File: src/shared/bus_if_pkg.sv
// constants shared by the external bus interface and its read buffer
// assumes a single system clock and active-low pin signalling
package bus_if_pkg;
  localparam int ADDR_W = 32;
  localparam int DATA_W = 32;
  localparam int LANES = 4;
  localparam int BURST_WORDS = 4;
  localparam int IRQ_W = 6;
  // lowest byte-address bit above a 256-word page
  localparam int PAGE_LSB = 10;
  localparam logic [2:0] IDX_RESET = 3'h0;
  localparam logic [IRQ_W-1:0] IRQ_RESET = 6'h3F;
  typedef enum logic [2:0] {
    ST_IDLE = 3'b000,
    ST_READ = 3'b001,
    ST_DRAIN = 3'b010,
    ST_WRITE = 3'b011
  } bus_state_t;
endpackage : bus_if_pkg

File: src/hw/read_word_buffer.sv
// word buffer between memory capture strobes and the execution side
// assumes the owner clears it before each read and never overfills it
`timescale 1ns/1ps
module read_word_buffer #(
  parameter int WIDTH = bus_if_pkg::DATA_W,
  parameter int DEPTH = bus_if_pkg::BURST_WORDS
) (
  // clock and reset
  input wire logic clk_sys,
  input wire logic arst_n,
  // control
  input wire logic clear,
  input wire logic push,
  input wire logic [WIDTH-1:0] push_data,
  input wire logic pop,
  // state
  output logic [2:0] fill_count,
  output logic [2:0] pop_count,
  output logic [WIDTH-1:0] pop_data
);
  import bus_if_pkg::*;
  logic [WIDTH-1:0] store [DEPTH];
  wire [1:0] push_idx = fill_count[1:0];
  wire [1:0] pop_idx = pop_count[1:0];

  genvar g;
  generate
    for (g = 0; g < DEPTH; g++) begin : g_word
      always_ff @(posedge clk_sys or negedge arst_n) begin
        if (!arst_n) begin
          store[g] <= '0;
        end else if (push && push_idx == 2'(g)) begin
          store[g] <= push_data;
        end
      end
    end
  endgenerate

  always_ff @(posedge clk_sys or negedge arst_n) begin
    if (!arst_n) begin
      fill_count <= IDX_RESET;
      pop_count <= IDX_RESET;
      pop_data <= '0;
    end else if (clear) begin
      fill_count <= IDX_RESET;
      pop_count <= IDX_RESET;
    end else begin
      if (push) begin
        fill_count <= fill_count + 3'h1;
      end
      if (pop) begin
        pop_count <= pop_count + 3'h1;
        pop_data <= store[pop_idx];
      end
    end
  end
endmodule : read_word_buffer

File: src/hw/ext_bus_interface.sv
// processor-side external bus interface: read/write strobes, burst read
// buffer, acknowledge and fault handling, interrupt input registering
// assumes an external wait-state controller answers on the handshake pins
//
// Overview of operation
// - after acknowledge, drain buffer next clock
// - without acknowledge, drain after final capture
// - write ends after acknowledge sampled
// - strobe released clock after bus fault
// - fault exception only on reads
// - interrupts re-registered in run or fixup
// - reads ignore unneeded byte lanes
// - burst takes four captures, single one
// - near flag on same-page write
`timescale 1ns/1ps
module ext_bus_interface #(
  parameter int BURST_WORDS = bus_if_pkg::BURST_WORDS
) (
  // clock and reset
  input wire logic clk_sys,
  input wire logic arst_n,
  // core request side
  input wire logic req_valid,
  input wire logic req_write,
  input wire logic req_burst,
  input wire logic [bus_if_pkg::ADDR_W-1:0] req_addr,
  input wire logic [bus_if_pkg::DATA_W-1:0] req_wdata,
  input wire logic [bus_if_pkg::LANES-1:0] req_byte_en,
  output logic req_ready,
  // core read return side
  output logic rd_valid,
  output logic [bus_if_pkg::DATA_W-1:0] rd_data,
  output logic read_fault,
  // core execution state and interrupts
  input wire logic run_or_fixup,
  output logic [bus_if_pkg::IRQ_W-1:0] irq_level,
  // bus pins, outputs and read data input
  output logic rd_strobe_n,
  output logic wr_strobe_n,
  output logic burst_or_page_near_n,
  output logic [bus_if_pkg::LANES-1:0] byte_en_n,
  output logic [bus_if_pkg::ADDR_W-1:0] addr,
  output logic [bus_if_pkg::DATA_W-1:0] data_out,
  output logic data_oe_n,
  input wire logic [bus_if_pkg::DATA_W-1:0] data_in,
  // bus pins, handshake and interrupt inputs
  input wire logic bus_acknowledge_n,
  input wire logic read_word_capture_n,
  input wire logic bus_fault_n,
  input wire logic [bus_if_pkg::IRQ_W-1:0] irq_n
);
  import bus_if_pkg::*;

  // ==========================================================
  // pin synchronisers
  // ==========================================================
  logic [2:0] hs_meta;
  logic [2:0] hs_sync;
  logic [IRQ_W-1:0] irq_meta;
  logic [IRQ_W-1:0] irq_sync;
  logic [DATA_W-1:0] din_meta;
  logic [DATA_W-1:0] din_sync;

  always_ff @(posedge clk_sys or negedge arst_n) begin
    if (!arst_n) begin
      hs_meta <= 3'h7;
      hs_sync <= 3'h7;
      irq_meta <= IRQ_RESET;
      irq_sync <= IRQ_RESET;
      din_meta <= '0;
      din_sync <= '0;
    end else begin
      hs_meta <= {bus_fault_n, read_word_capture_n, bus_acknowledge_n};
      hs_sync <= hs_meta;
      irq_meta <= irq_n;
      irq_sync <= irq_meta;
      din_meta <= data_in;
      din_sync <= din_meta;
    end
  end

  // data follows the capture strobe through the same two stages
  wire ack_seen = !hs_sync[0];
  wire capture = !hs_sync[1];
  wire fault = !hs_sync[2];

  // ==========================================================
  // state and read buffer
  // ==========================================================
  bus_state_t state;
  bus_state_t next_state;
  logic burst;
  logic ack_taken;
  logic last_wr_valid;
  logic [ADDR_W-1:PAGE_LSB] last_wr_page;
  logic [2:0] fill_count;
  logic [2:0] pop_count;
  logic [DATA_W-1:0] pop_data;

  wire [2:0] words_expected = burst ? 3'(BURST_WORDS) : 3'h1;
  wire reading = state == ST_READ;
  // an early acknowledge moves to drain while later words are still arriving
  wire read_cycle = reading || state == ST_DRAIN;
  wire buf_push = read_cycle && capture && fill_count < words_expected;
  wire captures_done = fill_count == words_expected;
  // drain never overtakes the words already captured
  wire buf_pop = (state == ST_DRAIN) && pop_count < fill_count
    && pop_count < words_expected;
  wire drain_done = (state == ST_DRAIN) && pop_count == words_expected;
  wire start = req_valid && req_ready;
  wire near_hit = last_wr_valid && last_wr_page == req_addr[ADDR_W-1:PAGE_LSB];
  wire read_fault_hit = read_cycle && fault;

  assign req_ready = state == ST_IDLE;
  // buffer output register loads on the same edge that raises rd_valid
  assign rd_data = pop_data;

  read_word_buffer #(
    .WIDTH(DATA_W),
    .DEPTH(BURST_WORDS)
  ) u_buf (
    .clk_sys(clk_sys),
    .arst_n(arst_n),
    .clear(start),
    .push(buf_push),
    .push_data(din_sync),
    .pop(buf_pop),
    .fill_count(fill_count),
    .pop_count(pop_count),
    .pop_data(pop_data)
  );

  always_comb begin
    next_state = state;
    case (state)
      ST_IDLE: begin
        if (start) begin
          next_state = req_write ? ST_WRITE : ST_READ;
        end
      end
      ST_READ: begin
        if (fault) begin
          next_state = ST_IDLE;
        end else if (ack_seen || ack_taken) begin
          next_state = ST_DRAIN;
        end else if (captures_done) begin
          next_state = ST_DRAIN;
        end
      end
      ST_DRAIN: begin
        if (fault) begin
          next_state = ST_IDLE;
        end else if (drain_done) begin
          next_state = ST_IDLE;
        end
      end
      ST_WRITE: begin
        if (fault || ack_seen) begin
          next_state = ST_IDLE;
        end
      end
      default: begin
        next_state = ST_IDLE;
      end
    endcase
  end

  // ==========================================================
  // sequencing
  // ==========================================================
  always_ff @(posedge clk_sys or negedge arst_n) begin
    if (!arst_n) begin
      state <= ST_IDLE;
      burst <= 1'b0;
      ack_taken <= 1'b0;
      last_wr_valid <= 1'b0;
      last_wr_page <= '0;
    end else begin
      state <= next_state;
      if (start) begin
        burst <= req_burst && !req_write;
        ack_taken <= 1'b0;
      end else if (state != ST_IDLE && ack_seen) begin
        ack_taken <= 1'b1;
      end
      if (start && req_write) begin
        last_wr_valid <= 1'b1;
        last_wr_page <= req_addr[ADDR_W-1:PAGE_LSB];
      end
    end
  end

  // ==========================================================
  // pin drive and core returns
  // ==========================================================
  // read strobe stays low into the drain until the last expected word is captured so capture order holds
  wire next_rd_strobe_n = !(next_state == ST_READ ||
    (next_state == ST_DRAIN && !captures_done && !(state == ST_DRAIN && captures_done)));

  always_ff @(posedge clk_sys or negedge arst_n) begin
    if (!arst_n) begin
      rd_strobe_n <= 1'b1;
      wr_strobe_n <= 1'b1;
      burst_or_page_near_n <= 1'b1;
      byte_en_n <= '1;
      addr <= '0;
      data_out <= '0;
      data_oe_n <= 1'b1;
      rd_valid <= 1'b0;
      read_fault <= 1'b0;
      irq_level <= IRQ_RESET;
    end else begin
      rd_strobe_n <= next_rd_strobe_n || fault;
      wr_strobe_n <= next_state != ST_WRITE;
      data_oe_n <= next_state != ST_WRITE;
      if (start) begin
        addr <= req_addr;
        data_out <= req_wdata;
        // reads present all lanes; the whole word is returned on rd_data
        byte_en_n <= req_write ? ~req_byte_en : '0;
        burst_or_page_near_n <= req_write ? !near_hit : !req_burst;
      end
      rd_valid <= buf_pop;
      read_fault <= read_fault_hit;
      if (run_or_fixup) begin
        irq_level <= ~irq_sync;
      end
    end
  end
endmodule : ext_bus_interface

File: config.mk
export PLATFORM = sky130hd
export DESIGN_NAME = ext_bus_interface
export DESIGN_NICKNAME = d
export VERILOG_FILES = /design/src/shared/bus_if_pkg.sv /design/src/hw/read_word_buffer.sv /design/src/hw/ext_bus_interface.sv
export SDC_FILE = /design/constraint.sdc
export NUM_CORES = 1
export LEC_CHECK = 0
export BUFFER_PORTS_ARGS = -buffer_cell sky130_fd_sc_hd__buf_2
export CELL_PAD_IN_SITES_DETAIL_PLACEMENT = 0
export CELL_PAD_IN_SITES_GLOBAL_PLACEMENT = 2
export CORE_MARGIN = 2
export CORE_UTILIZATION = 30
export DETAILED_ROUTE_END_ITERATION = 16
export PLACE_DENSITY_LB_ADDON = 0.3
export SYNTH_ARGS = -nofsm -noshare
export SYNTH_HDL_FRONTEND = slang
export SYNTH_SLANG_ARGS = --single-unit
File: constraint.sdc
create_clock -name clk_sys -period 2.72 [get_ports clk_sys]
set_input_delay 0 -clock clk_sys [delete_from_list [all_inputs] [get_ports clk_sys]]
set_output_delay 0 -clock clk_sys [all_outputs]
set_load 0.05 [all_outputs]
==> impl_results.rst <==
.. list-table::
   :header-rows: 1

   * - Metric
     - Value
   * - Global-route wire length before repair
     - 51.3 mm
   * - Class of the worst hold path
     - in2async
   * - Most instantiated cells after synthesis
     - dfrtp_1, nand2_1, mux2_2
   * - Worst-Skew Late Latency
     - 0.55 ns
   * - R2R Path End
     - u_buf.store[92]
   * - Sw frac
     - 31.5%
   * - Number of iterations in the first detailed-routing pass
     - 4
   * - Count of synthesis-stage warnings from yosys
     - 0
   * - Worst slew margin relative to its limit
     - between 50% and 60%
   * - Minimum clock period
     - 2.31 ns
   * - PortBufs
     - between 200 and 250
   * - FMAX
     - about 430 MHz
   * - Clock tree from TritonCTS
     - yes
   * - Total net switching power
     - 5490 uW
   * - P_int
     - 12000 uW
   * - Root buffer cell
     - clkbuf_16
   * - Final Max Tran Viols
     - 0
   * - Final hold vios
     - 0
   * - Worst r2r src
     - burst
   * - Final WL
     - 31.2 mm
   * - Depth of the most critical reg-to-reg path
     - 7
   * - Clk sink count
     - 355
   * - Die boundary height
     - around 220 microns
   * - Cell types occupying the most area after synthesis
     - dfrtp_1, mux2_2, dfstp_2
   * - Data arrival time of the critical path
     - roughly 2.7 ns
   * - Highest net fanout along the worst path
     - 32
   * - Slowest stage delay, CP
     - a little over 0.6 ns
   * - Share of the cycle needed by the critical path after routing
     - 84.8%
   * - Half-perimeter wire length after placement
     - 19.4 mm
   * - Global placement routability congestion
     - about 0.72
   * - Vias
     - between 8000 and 9000
   * - Cell Chain, Critical Path
     - inv_1, ha_1, or2_2, a2111oi_4, nand2_2, buf_12, mux2_2
   * - Sequential share of power
     - between 40% and 50%
   * - GRT Residual Overflow
     - 0
   * - Residual DRC
     - 0
   * - Cell leakage power
     - just under 0.009 uW
   * - Core Box Area
     - roughly 44000 sq um
   * - Final setup violation count
     - 0
   * - Cts bufs inserted
     - 41
   * - Most common cell in the synthesized netlist
     - dfrtp_1
   * - Register bit total from synthesis
     - 355
   * - Global routing usage summed across all routing layers
     - 13.7%
   * - Sequential standard cell area
     - 8920 sq um
   * - Library cell occupying the most area in the post-synthesis netlist
     - dfrtp_1
   * - Number of antenna violations at the first check in global routing
     - 1
   * - Die Footprint
     - roughly 47000 sq um
   * - Pin count of the biggest net entering global routing
     - 83
   * - Setup crit start kind
     - flop
   * - Number of distinct library cells after synthesis
     - 39
   * - Power density relative to cell area
     - between 900 and 1000 nW/um^2
   * - Synthesized cell area
     - roughly 14000 sq um
   * - CTS clk-pin slew, worst paths
     - 0.06 ns
   * - Count of fill cells added during filler insertion
     - 4176
   * - Number of core rows
     - 77
   * - Run status
     - completed
   * - Total design power
     - 17400 uW
   * - Gate count after technology mapping
     - ~940
   * - Clock network power share
     - 33.8%
   * - Flop-to-flop setup slack
     - 0.41 ns
   * - Type of the setup path with the least slack
     - reg2reg
   * - WP buf/inv
     - 2
   * - Average wire per cell in the routed design
     - roughly 16 microns
   * - Critical-path top delay cell
     - a2111oi_4
   * - Setup repair after global routing missed its margin
     - no
   * - Net count, final
     - 1434
   * - Average footprint of a synthesized cell
     - 14.4 sq um
   * - Kind of end point of the critical path
     - flop
   * - Share of Yosys cell area claimed by the top area cell type
     - about 60%
   * - Part of the total power dissipated in combinational logic
     - 25.4%
   * - Most used DFF post-synth
     - dfrtp_1
   * - Data required, critical path
     - 3.15 ns
   * - Net Count, Synth
     - 1068
   * - Area of the multi-input gates
     - 4390 sq um
   * - Kind of cell adding the most delay to the critical path
     - compound AO/OA/AOI/OAI gates
   * - Buffers from clock root to sink, at most
     - 3
   * - Total Neg Setup Slack
     - 0 ns
   * - P&R area growth vs syn
     - 34.5%
   * - Share of synthesized flip-flops with an asynchronous set or reset
     - 100%
   * - Die Span X
     - 217 microns
   * - Vias in the first global route
     - between 9000 and 10000
   * - Max-cap violations
     - 0
   * - Resized cells post-CTS
     - 0
   * - Post-CTS Setup Repair Bufs
     - 0
   * - Sequential fraction of the synthesis area
     - ~66%
   * - Largest vdd supply drop
     - 0.000580 V
   * - Setup clock skew after layout
     - 0.0115 ns
   * - Number of enable flip-flop cells after synthesis
     - 0
   * - Slew @ Worst Pin
     - between 0.6 and 0.7 ns
   * - H-tree depth
     - 2
   * - Share of layout cells above drive strength 1
     - 42.9%
   * - Antenna Nets Post-Route
     - 0
   * - Violation count after the first detailed-route iteration
     - 445
   * - Number of top-level pins
     - around 230
   * - Initial core utilization
     - a little under a third
   * - Routed via count divided by cell count
     - 4.36
-- stage by stage --
step / setup slack [ns] / instance area (sq um) / hold slack, ns / utilization [%] / instances
after global routing: 0.239 / 18200 / 0.0688 / 41.0 / 1931
after global placement: 0.413 / 15600 / 0.0693 / 35.1 / 1739
after floorplan: 0.291 / 13600 / -0.296 / - / 942
after CTS: 0.388 / 18200 / 0.0441 / 41.0 / 1930
final: 0.413 / 18200 / 0.0547 / 41.0 / 1931
after detailed placement: 0.406 / 15600 / 0.0759 / 35.1 / 1739
-- worst reg2reg max path: stages, from the launching register on --
cell       delay, ns
dfrtp_1         0.32
inv_1           0.08
ha_1            0.20
or2_2           0.30
a2111oi_4       0.62
nand2_2         0.14
buf_12          0.21
mux2_2          0.32
-- layout make-up --
class                           instances  area share [%]
Multi-Input combinational cell        524            24.1
Clock inverter                         16            1.47
Antenna cell                            1          0.0137
Tap cell                              592            4.06
Timing Repair Buffer                  368            14.5
Sequential cell                       355            49.0
Clock buffer                           57            6.51
Inverter                               18           0.371
-- sequential cells by signal (all words and copies together) (netlist names), 3 cells and up --
register,cells
u_buf.store,128
byte_en_n,4
hs_meta,3
irq_level,6
hs_sync,3
irq_meta,6
din_sync,32
u_buf.fill_count,3
addr,32
u_buf.pop_count,3
data_out,32
last_wr_page,22
state,3
u_buf.pop_data,32
irq_sync,6
din_meta,32
-- cells by family (layout without fill, tap and decap cells) --
group | after synthesis | in the layout | synth area share (%)
other cells | 1 | 2 | 0.0277
simple gates | 245 | 245 | 7.39
fa+ha+maj | 11 | 11 | 1.02
buf+inv | 63 | 459 | 1.94
compound gates | 21 | 21 | 1.20
xor+xnor | 23 | 23 | 1.49
flops | 355 | 355 | 65.8
mux | 223 | 223 | 21.1
-- worst max-delay path by stage --
| stage | start | cells after the start | end |
|---|---|---|---|
| final | burst | 7 | u_buf.store[92] |
| after global routing | u_buf.fill_count[0] | 7 | u_buf.store[124] |
| after CTS | burst | 7 | u_buf.store[60] |
| after detailed placement | burst | 7 | u_buf.store[51] |
| after global placement | burst | 7 | u_buf.store[125] |
| after floorplan | u_buf.pop_count[0] | 9 | u_buf.pop_data[25] |
-- cells in the final DEF, fill, tap and decap left out, types with 3 or more instances in the layout --
master and instances:
a21oi_1 6, buf_12 12, buf_2 226, buf_4 11, bufinv_16 7, clkbuf_1 6
clkbuf_16 41, clkbuf_8 10, clkinv_2 5, dfrtp_1 322, dfstp_2 31, dlygate4sd3_1 118
ha_1 11, inv_1 18, mux2_2 182, mux2i_1 9, mux4_2 32, nand2_1 210
nand2_2 5, nand2b_1 3, nand3b_1 6, nand4_1 7, o21ai_0 4, xnor2_1 23
-- routing by layer --
metal	GRT usage, %	wire length [microns]	share of wire [%]	vias up
met5	0	0	0	-
met1	18.3	14200	46	4236
met2	21.3	14100	45	205
met4	4.77	727	2.3	0
met3	4.18	2130	6.8	46
li1	-	-	-	3931
-- power by group through the flow --
stage | clock, uW | combinational [uW] | sequential [uW]
after global routing | 6330 | 4770 | 7290
after floorplan | 0 | 1710 | 8600
after CTS | 6110 | 4510 | 7130
after global placement | 0 | 4320 | 7170
final | 5890 | 4430 | 7120
after detailed placement | 0 | 4380 | 7200
-- repair_timing --
action	CTS	global route
endpoints found under the hold margin	347	0
endpoints found under the setup margin	0	0
hold buffers	118	0
Note: power is estimated with default switching activity, not from simulation.
